--- src/rlti_pkg.sv ---
package rlti_pkg;
  // Reference clock rate and superframe duration span.
  localparam int unsigned CLK_HZ = 250_000_000;
  localparam int unsigned SF_MIN_US = 25_000;
  localparam int unsigned SF_MAX_US = 750_000;
  localparam int unsigned SF_MIN_CYC = SF_MIN_US * (CLK_HZ / 1_000_000);
  localparam int unsigned SF_MAX_CYC = SF_MAX_US * (CLK_HZ / 1_000_000);
  // Advance horizon for assignments.
  localparam int unsigned ADV_MS = 1_000;
  // Index widths and limits.
  localparam int unsigned SFC_W = 16;
  localparam int unsigned FRM_W = 8;
  localparam int unsigned SLT_W = 11;
  localparam int unsigned SEQ_W = 8;
  localparam int unsigned TYP_W = 6;
  localparam int unsigned CNT_W = 32;
  localparam logic [FRM_W-1:0] FRM_MAX = 8'h00_FF;
  localparam logic [SLT_W-1:0] SLT_MAX = 11'h07_FF;
  localparam logic [CNT_W-1:0] CNT_ZERO = 32'h0000_0000;
  localparam logic [SFC_W-1:0] SFC_ZERO = 16'h0000;
  // Allocation kinds carried with each entry.
  typedef enum logic [1:0] {
    RL_KIND_CTRL = 2'b00,
    RL_KIND_RAND = 2'b01,
    RL_KIND_DED = 2'b10,
    RL_KIND_LOGON = 2'b11
  } rl_kind_t;
  typedef enum logic [1:0] {
    RL_ST_IDLE = 2'b00,
    RL_ST_WAIT = 2'b01,
    RL_ST_BURST = 2'b10
  } rl_state_t;
endpackage

--- src/rlti_indexer.sv ---
`timescale 1ns/1ps
`default_nettype none
// How it works
// - Frames numbered from 0 by frequency, time, type; index at most 255.
// - Superframe lengths from 25 ms to 750 ms inclusive are accepted.
// - Each new superframe counter is previous plus one, wrapping at 65536.
// - Superframes follow back to back, each of identical length.
// - Assignments up to one second ahead are stored and tracked.
// - Timeslots numbered from 0 by frequency then time; at most 2047.
// - A timeslot is one unit or several contiguous units on one band.
// - All timeslots of a frame use one unit type and symbol rate.
// - A frame lasts no longer than its superframe.
// - Each frame carries bursts of one transmission format class only.
// - A slot is named by sequence, superframe count, frame and timeslot.
// - Each applicable allocation message entry for us is extracted.
// - Merged general slots map to one burst configuration type.
// - Fixed control and logon slots are permanent, beside dynamic ones.
// - A burst starts at its nominal offset, leaving guard time.
module rlti_indexer
  import rlti_pkg::*;
#(
  parameter int unsigned DEPTH = 16,
  parameter int unsigned SF_LEN_DEF = SF_MIN_CYC
) (
  input wire logic ref_clk_i,
  input wire logic rst_n_i,
  // Superframe timing set by the burst time plan.
  input wire logic [CNT_W-1:0] sf_len_i,
  input wire logic sf_start_i,
  input wire logic [SEQ_W-1:0] superframe_sequence_id_i,
  input wire logic [SFC_W-1:0] sfc_start_i,
  // Allocation entries extracted from each dynamic_allocation_message.
  input wire logic alloc_valid_i,
  input wire logic alloc_for_us_i,
  input wire logic [SEQ_W-1:0] alloc_seq_i,
  input wire logic [SFC_W-1:0] alloc_sfc_i,
  input wire logic [FRM_W-1:0] alloc_frame_i,
  input wire logic [SLT_W-1:0] alloc_slot_i,
  input wire logic [1:0] alloc_kind_i,
  input wire logic [TYP_W-1:0] alloc_type_i,
  input wire logic [3:0] alloc_units_i,
  input wire logic [FRM_W-1:0] frame_count_i,
  input wire logic [SLT_W-1:0] slot_count_i,
  input wire logic [CNT_W-1:0] frame_len_i,
  // Permanent control_burst_slot and logon_burst_slot of the frame.
  input wire logic [SLT_W-1:0] control_burst_slot_i,
  input wire logic [SLT_W-1:0] logon_burst_slot_i,
  // Current slot position and nominal burst placement.
  input wire logic [FRM_W-1:0] cur_frame_i,
  input wire logic [SLT_W-1:0] cur_slot_i,
  input wire logic slot_tick_i,
  input wire logic [CNT_W-1:0] offset_i,
  input wire logic [CNT_W-1:0] burst_len_i,
  output logic [SFC_W-1:0] sfc_o,
  output logic sf_boundary_o,
  output logic sf_len_ok_o,
  output logic plan_ok_o,
  output logic alloc_taken_o,
  output logic alloc_refused_o,
  output logic slot_hit_o,
  output logic [1:0] slot_kind_o,
  output logic [TYP_W-1:0] slot_type_o,
  output logic burst_o,
  output logic [$clog2(DEPTH+1)-1:0] used_o
);
  localparam int unsigned IW = $clog2(DEPTH);
  localparam int unsigned UW = $clog2(DEPTH+1);
  // Superframes per advance horizon at the shortest length, rounded up.
  localparam logic [SFC_W-1:0] ADV_SF =
    SFC_W'((ADV_MS * 1_000 + SF_MIN_US - 1) / SF_MIN_US);

  // Modulo distance, so the horizon holds across the counter wrap.
  function automatic logic sfc_ahead(input logic [SFC_W-1:0] a,
                                     input logic [SFC_W-1:0] b);
    logic [SFC_W-1:0] d;
    d = a - b;
    sfc_ahead = (d <= ADV_SF);
  endfunction

  logic [CNT_W-1:0] len_q;
  logic [CNT_W-1:0] tmr_q;
  logic [SFC_W-1:0] sfc_q;
  logic [SEQ_W-1:0] seq_q;
  logic run_q;
  logic wrap;
  logic len_ok;

  logic [DEPTH-1:0] vld_q;
  logic [SFC_W-1:0] e_sfc_q [DEPTH];
  logic [FRM_W-1:0] e_frm_q [DEPTH];
  logic [SLT_W-1:0] e_slt_q [DEPTH];
  logic [1:0] e_kind_q [DEPTH];
  logic [TYP_W-1:0] e_typ_q [DEPTH];

  // A length outside the window leaves the running sequence untouched.
  // length window.
  assign len_ok = (sf_len_i >= CNT_W'(SF_MIN_CYC)) &&
                  (sf_len_i <= CNT_W'(SF_MAX_CYC));
  assign wrap = run_q && (tmr_q == len_q - 1'b1);

  // A new sequence restarts the timer, since the old phase means nothing.
  // back to back.
  always_ff @(posedge ref_clk_i or negedge rst_n_i) begin
    if (!rst_n_i) begin
      len_q <= CNT_W'(SF_LEN_DEF);
      tmr_q <= CNT_ZERO;
      run_q <= 1'b0;
      seq_q <= '0;
    end else if (sf_start_i && len_ok) begin
      len_q <= sf_len_i;
      tmr_q <= CNT_ZERO;
      run_q <= 1'b1;
      seq_q <= superframe_sequence_id_i;
    end else if (wrap) begin
      tmr_q <= CNT_ZERO;
    end else if (run_q) begin
      tmr_q <= tmr_q + 1'b1;
    end
  end

  always_ff @(posedge ref_clk_i or negedge rst_n_i) begin
    if (!rst_n_i) begin
      sfc_q <= SFC_ZERO;
    end else if (sf_start_i && len_ok) begin
      sfc_q <= sfc_start_i;
    end else if (wrap) begin
      sfc_q <= sfc_q + 1'b1;
    end
  end

  // Entry lookup against the current position.
  logic [DEPTH-1:0] hit;
  logic [DEPTH-1:0] stale;
  logic [IW-1:0] hit_idx;
  logic [IW-1:0] free_idx;
  logic any_free;
  logic any_hit;
  logic [UW-1:0] used;
  logic fixed_c;
  logic fixed_l;

  // Release falls on the last cycle of the superframe, which frees the
  // entry before grants for the next superframe arrive.
  genvar g;
  generate
    for (g = 0; g < DEPTH; g++) begin : g_ent
      assign hit[g] = vld_q[g] && e_sfc_q[g] == sfc_q &&
                      e_frm_q[g] == cur_frame_i && e_slt_q[g] == cur_slot_i;
      assign stale[g] = vld_q[g] && wrap && e_sfc_q[g] == sfc_q;
    end
  endgenerate

  // The lowest matching index wins; the controller never doubles a slot.
  always_comb begin
    hit_idx = '0;
    free_idx = '0;
    any_free = 1'b0;
    any_hit = 1'b0;
    used = '0;
    for (int i = DEPTH - 1; i >= 0; i--) begin
      if (!vld_q[i]) begin
        free_idx = IW'(i);
        any_free = 1'b1;
      end
      if (hit[i]) begin
        hit_idx = IW'(i);
        any_hit = 1'b1;
      end
    end
    for (int i = 0; i < DEPTH; i++) begin
      used = used + UW'(vld_q[i]);
    end
  end

  // Plan limits are reported, not enforced; the plan source owns them.
  // bounds of the plan.
  logic plan_ok;
  assign plan_ok = frame_count_i <= FRM_MAX && slot_count_i <= SLT_MAX &&
                   frame_len_i <= len_q && frame_len_i != CNT_ZERO;

  // index range and contiguous units of one type.
  logic fits;
  assign fits = alloc_frame_i < frame_count_i &&
                alloc_slot_i < slot_count_i && alloc_units_i != 4'h0 &&
                {1'b0, alloc_slot_i} + {8'h00, alloc_units_i} <=
                {1'b0, slot_count_i};

  logic acc;
  logic in_range;
  assign in_range = sfc_ahead(alloc_sfc_i, sfc_q);
  assign acc = alloc_valid_i && alloc_for_us_i && run_q &&
               alloc_seq_i == seq_q && in_range && any_free && fits;

  // A new sequence drops every entry but one accepted in that same cycle, since old counts refer elsewhere.
  // store entry.
  always_ff @(posedge ref_clk_i or negedge rst_n_i) begin
    if (!rst_n_i) begin
      vld_q <= '0;
    end else begin
      for (int i = 0; i < DEPTH; i++) begin
        if (stale[i] || (sf_start_i && len_ok)) begin
          vld_q[i] <= 1'b0;
        end
      end
      // A new entry wins over a release of the same slot position.
      if (acc) begin
        vld_q[free_idx] <= 1'b1;
      end
    end
  end

  always_ff @(posedge ref_clk_i) begin
    if (acc) begin
      e_sfc_q[free_idx] <= alloc_sfc_i;
      e_frm_q[free_idx] <= alloc_frame_i;
      e_slt_q[free_idx] <= alloc_slot_i;
      e_kind_q[free_idx] <= alloc_kind_i;
      e_typ_q[free_idx] <= alloc_type_i;
    end
  end

  // Fixed slots match by slot number in every frame, which suits plans
  // that repeat them frame after frame.
  // permanent slots.
  assign fixed_c = run_q && cur_slot_i == control_burst_slot_i;
  assign fixed_l = run_q && cur_slot_i == logon_burst_slot_i;

  logic burst_w;
  logic go;
  assign go = slot_tick_i && (any_hit || fixed_c || fixed_l);

  // A start that lands while a burst is pending is dropped, so the plan
  // must give each burst room to end before the next slot tick.
  // timed burst.
  rlti_slot_timer #(
    .W(CNT_W)
  ) u_timer (
    .ref_clk_i(ref_clk_i),
    .rst_n_i(rst_n_i),
    .start_i(go),
    .offset_i(offset_i),
    .burst_len_i(burst_len_i),
    .burst_o(burst_w),
    .busy_o()
  );

  // Outputs are registered so the pins carry no decode glitch.
  always_ff @(posedge ref_clk_i or negedge rst_n_i) begin
    if (!rst_n_i) begin
      sfc_o <= SFC_ZERO;
      sf_boundary_o <= 1'b0;
      sf_len_ok_o <= 1'b0;
      plan_ok_o <= 1'b0;
    end else begin
      sfc_o <= sfc_q;
      sf_boundary_o <= wrap;
      sf_len_ok_o <= len_ok;
      plan_ok_o <= plan_ok;
    end
  end

  always_ff @(posedge ref_clk_i or negedge rst_n_i) begin
    if (!rst_n_i) begin
      alloc_taken_o <= 1'b0;
      alloc_refused_o <= 1'b0;
      used_o <= '0;
      burst_o <= 1'b0;
    end else begin
      alloc_taken_o <= acc;
      alloc_refused_o <= alloc_valid_i && alloc_for_us_i && !acc;
      used_o <= used;
      burst_o <= burst_w;
    end
  end

  always_ff @(posedge ref_clk_i or negedge rst_n_i) begin
    if (!rst_n_i) begin
      slot_hit_o <= 1'b0;
      slot_kind_o <= RL_KIND_CTRL;
      slot_type_o <= '0;
    end else if (slot_tick_i) begin
      slot_hit_o <= any_hit || fixed_c || fixed_l;
      // A dynamic entry wins over the fixed slots when both match.
      if (any_hit) begin
        slot_kind_o <= e_kind_q[hit_idx];
        slot_type_o <= e_typ_q[hit_idx];
      end else if (fixed_c) begin
        slot_kind_o <= RL_KIND_CTRL;
        slot_type_o <= '0;
      end else begin
        slot_kind_o <= RL_KIND_LOGON;
        slot_type_o <= '0;
      end
    end
  end
endmodule
`default_nettype wire

--- src/rlti_slot_timer.sv ---
`timescale 1ns/1ps
`default_nettype none
// Places a burst at its nominal offset inside a slot of whole
// bandwidth-time units; the remainder of the slot stays idle as guard.
module rlti_slot_timer
  import rlti_pkg::*;
#(
  parameter int unsigned W = CNT_W
) (
  input wire logic ref_clk_i,
  input wire logic rst_n_i,
  input wire logic start_i,
  input wire logic [W-1:0] offset_i,
  input wire logic [W-1:0] burst_len_i,
  output logic burst_o,
  output logic busy_o
);
  rl_state_t st_q;
  logic [W-1:0] cnt_q;
  logic [W-1:0] len_q;

  always_ff @(posedge ref_clk_i or negedge rst_n_i) begin
    if (!rst_n_i) begin
      st_q <= RL_ST_IDLE;
      cnt_q <= '0;
      len_q <= '0;
    end else begin
      unique case (st_q)
        RL_ST_IDLE: begin
          if (start_i) begin
            cnt_q <= offset_i;
            len_q <= burst_len_i;
            st_q <= RL_ST_WAIT;
          end
        end
        RL_ST_WAIT: begin
          if (cnt_q == '0) begin
            cnt_q <= len_q;
            st_q <= (len_q == '0) ? RL_ST_IDLE : RL_ST_BURST;
          end else begin
            cnt_q <= cnt_q - 1'b1;
          end
        end
        RL_ST_BURST: begin
          if (cnt_q <= W'(1)) begin
            st_q <= RL_ST_IDLE;
          end
          cnt_q <= cnt_q - 1'b1;
        end
        default: st_q <= RL_ST_IDLE;
      endcase
    end
  end

  always_ff @(posedge ref_clk_i or negedge rst_n_i) begin
    if (!rst_n_i) begin
      burst_o <= 1'b0;
      busy_o <= 1'b0;
    end else begin
      burst_o <= (st_q == RL_ST_WAIT && cnt_q == '0 && len_q != '0) ||
                 (st_q == RL_ST_BURST && cnt_q > W'(1));
      busy_o <= (st_q != RL_ST_IDLE) || start_i;
    end
  end
endmodule
`default_nettype wire

--- config.mk ---
export PLATFORM = sky130hd
export DESIGN_NAME = rlti_indexer
export DESIGN_NICKNAME = d
export VERILOG_FILES = /design/src/rlti_pkg.sv /design/src/rlti_indexer.sv /design/src/rlti_slot_timer.sv
export SDC_FILE = /design/constraint.sdc
export NUM_CORES = 2
export LEC_CHECK = 0
export BUFFER_PORTS_ARGS = -buffer_cell sky130_fd_sc_hd__buf_2
export CAP_MARGIN = 0
export CORE_MARGIN = 5
export CORE_UTILIZATION = 35
export DETAILED_ROUTE_END_ITERATION = 8
export GPL_ROUTABILITY_DRIVEN = 0
export GPL_TIMING_DRIVEN = 0
export HOLD_SLACK_MARGIN = 0.15
export SYNTH_ARGS = -nofsm -noshare
export SYNTH_HDL_FRONTEND = slang
export SYNTH_SLANG_ARGS = --single-unit
--- constraint.sdc ---
create_clock -name ref_clk_i -period 8.3 [get_ports ref_clk_i]
set_clock_uncertainty 0.2 [all_clocks]
set_input_delay 0.415 -clock ref_clk_i [delete_from_list [all_inputs] [get_ports ref_clk_i]]
set_output_delay 0.415 -clock ref_clk_i [all_outputs]
set_load 0.05 [all_outputs]
==> impl_metrics.toml <==
[status]
status = "finished, violations left"
violations = "max-capacitance violations, max-slew violations"

[clocking]
clk_pin_slew_worst_paths_ns = 0.06
clock-root-buffer = "clkbuf_16"
cts_max_level = 3
cts_setup_buffers = 0
clock_latency_ns = 0.72
clk_path_buf_depth = 3
cts-buffers-inserted = 100
cts_tree = "yes"
clock_sinks = 896

[timing]
fin_crit_sh_pct = 84.8
finalHoldViolations = 0
fmax_mhz = 142
hold_ws_ns = 0.147
rsz0062_at_grt = "false"
worstMarginPinSlew_ns = 1.52
max-slew-margin-rel_pct = -2.13
setup_viol = 0
maxSlewViolCount = 4
period_needed_ns = 7.03
layout_setup_ws_ns = 1.27

[cells_and_area]
area_growth_pct = 21.5
layout-drive-gt1-share_pct = 17.5
fin_nets = 4492
fin_area_sq_um = 53400

[worst_setup_path]
end_kind = "register"
worstPathMaxFanout = 18
start_kind = "input pin"
criticalPathCategory = "input pin to register"
crit_arrival_ns = 7.24
required_ns = 8.50

[synth]
syn_area_sq_um = 43900
synth_edf_count = 688
ys_ff_latch = 896
yosys_warnings = 0
yosysUniqueCellTypes = 86
ys.flop_type = "edfxtp_1"
synthesis.instances = 3485
ys_top_cells_by_area = "edfxtp_1 47%, dfrtp_1 11%, xnor2_1 9.8%"
ys_seq_area_share_pct = 58.9
synth_common_cells = "688 x edfxtp_1, 493 x xnor2_1, 223 x nand2_1, 196 x dfrtp_1, 194 x xor2_1"
synthesis.nets = 3861
avgSynthCellArea_sq_um = 12.6
synth.most_common_cell = "edfxtp_1"
async_reset_ff_share_pct = 23.2
synth_top_cell_by_area = "edfxtp_1"
synth_top_cell_area_share_pct = 47.0

[global_route]
grt_pass1_vias = 31000
grt_max_degree = 87
grt-ovfl-total = 0
antenna_found_initial = 9
grt_use_total_pct = 20.5
grt_pass1_wl_um = 202000

[drt]
avgRoutedWirePerCell_um = 23.9
drt_iter0_drc = 3223
antenna_left = 0
vias = 31300
drc = 0
routed_wl_um = 140000
vias_per_cell = 5.35
drt_first_pass_iters = 5

[floorplan]
rows = 130
io_pins = 309
die_w_um = 364
coreArea_sq_um = 125000
die_area_sq_um = 133000
die_h_um = 364
start_util_pct = 35.1

[placement]
portBuffers = 288
dp_slack_ns = 1.16
post_dp_cell_area_sq_um = 48300
dp_hpwl_um = 96200

[power_and_ir_drop]
switchingPower_mw = 3.29
switching_share_pct = 28.7
clkPwrFrac_pct = 38.6
internal-power_mw = 8.18
ir_drop_mv = 0.181
comb_power_share_pct = 17.2
powerDensity_nw_per_um2 = 215
leakagePower_nw = 18.8
p_seq_share_pct = 44.2

[job]
cap_violations = 1

[worst_hold_path]
hold_path.class = "register to register"
==> sequential cells by signal (all words and copies together), names as in the netlist, 96 cells and up <==
name / cells
e_frm_q: 128
e_typ_q: 96
e_slt_q: 176
e_sfc_q: 256
==> layout make-up <==
| cell class | count | area, sq um |
|---|---|---|
| Fill cell | 11600 | 71900 |
| Sequential cell | 896 | 25900 |
| Multi-Input combinational cell | 2335 | 17100 |
| Timing Repair Buffer | 529 | 4010 |
| Clock buffer | 126 | 2690 |
| Tap cell | 1650 | 2060 |
| Buffer | 152 | 689 |
| Clock inverter | 63 | 577 |
| Inverter | 102 | 383 |
| Antenna cell | 5 | 12.5 |
==> repair_timing <==
action / 4_1_cts / 5_1_grt
hold buffers: 173 / 0
endpoints found under the setup margin: 0 / 0
endpoints found under the hold margin: 937 / 0
gates resized for setup: 0 / 0
==> logic make-up after synthesis <==
group | Yosys count | share of synthesized area (%)
AO/OA/AOI/OAI | 461 | 6.69
XOR/XNOR | 687 | 13.7
adder cells (fa/ha/maj) | 103 | 3.12
buffers and inverters | 254 | 2.44
flip-flops | 896 | 58.9
multiplexers | 120 | 3.14
AND/OR/NAND/NOR | 964 | 12.0
==> cells in the final DEF, fill, tap and decap left out, drive strengths merged, types with 13 or more instances in the layout <==
cell	synthesis	routed
nand4	169	169
o31ai	28	28
xor2	194	194
a21oi	91	91
nand3	72	72
nor2	108	108
clkinv	0	49
dlygate4sd3	0	172
dfrtp	196	196
a21o	21	21
xnor2	493	493
ha	92	92
and4	13	13
and3	21	21
nor4	87	87
nor2b	35	35
mux2	81	81
nor3	90	90
or3	22	22
clkbuf	66	192
nor4b	14	14
edfxtp	688	688
o211ai	50	50
nand2b	19	19
or4	39	39
mux2i	33	33
a211oi	22	22
and2	13	13
o21ai	156	156
buf	86	443
inv	102	106
nand2	223	223
==> power by group through the flow <==
stage          registers, mW  clock network, mW  logic (mW)
4_1_cts                 5.07               4.50        1.96
2_1_floorplan           5.18                  0        1.17
3_5_place_dp            5.16                  0        1.88
6_report                5.07               4.43        1.97
5_1_grt                 5.08               4.69        2.14
3_3_place_gp            5.16                  0        1.85
==> metal layers <==
metal	part of all wire, %	global-route usage, %	vias up
met5	0.0079	0	-
met3	7.5	3.79	255
met4	3.6	6.92	2
met1	42	27.3	15600
li1	-	-	14200
met2	47	34.0	1265
==> final timing paths <==
check | depth (start not counted) | slack (ns) | to | start
max in group asynchronous | 5 | 6.32 | u_timer.len_q[1]$_DFFE_PN0P_ | rst_n_i
min in group asynchronous | 3 | 0.65 | len_q[4]$_DFFE_PN1P_ | rst_n_i
setup reg to reg | 20 | 1.28 | e_frm_q[11][4]$_DFFE_PP_ | sfc_q[12]$_DFFE_PN0P_
setup / recovery | 22 | 1.27 | e_frm_q[11][4]$_DFFE_PP_ | alloc_slot_i[0]
hold / removal | 0 | 0.15 | burst_o$_DFF_PN0_ | u_timer.burst_o$_DFF_PN0_
hold reg to reg | 0 | 0.15 | burst_o$_DFF_PN0_ | u_timer.burst_o$_DFF_PN0_
==> critical path, cell delays in order <==
cell and delay (ns):
dlygate4sd3_1 0.53, buf_2 0.35, ha_1 0.36, fa_1 0.42, a21o_1 0.18, a21oi_1 0.25, nor2_1 0.11, and3_1 0.22
xor2_1 0.15, ha_1 0.31, and3_1 0.22, a2111oi_0 0.41, a21oi_1 0.24, nor4_1 0.31, nand4b_1 0.12, a2111o_1 0.38
clkbuf_1 0.26, clkbuf_1 0.38, nor3_2 0.86, buf_4 0.32, buf_6 0.19, buf_6 0.17
==> metrics by stage <==
stage	power, mW	instances	TNS [ns]	utilization, %
floorplan	6.35	3485	0	-
global placement	7.00	5423	-1830.61	37.9
detailed placement	7.04	5491	0	38.6
CTS	11.5	5853	0	42.6
global route	11.9	5856	0	42.6
finish	11.5	5858	0	42.6
(Power assumes the default switching activity.)
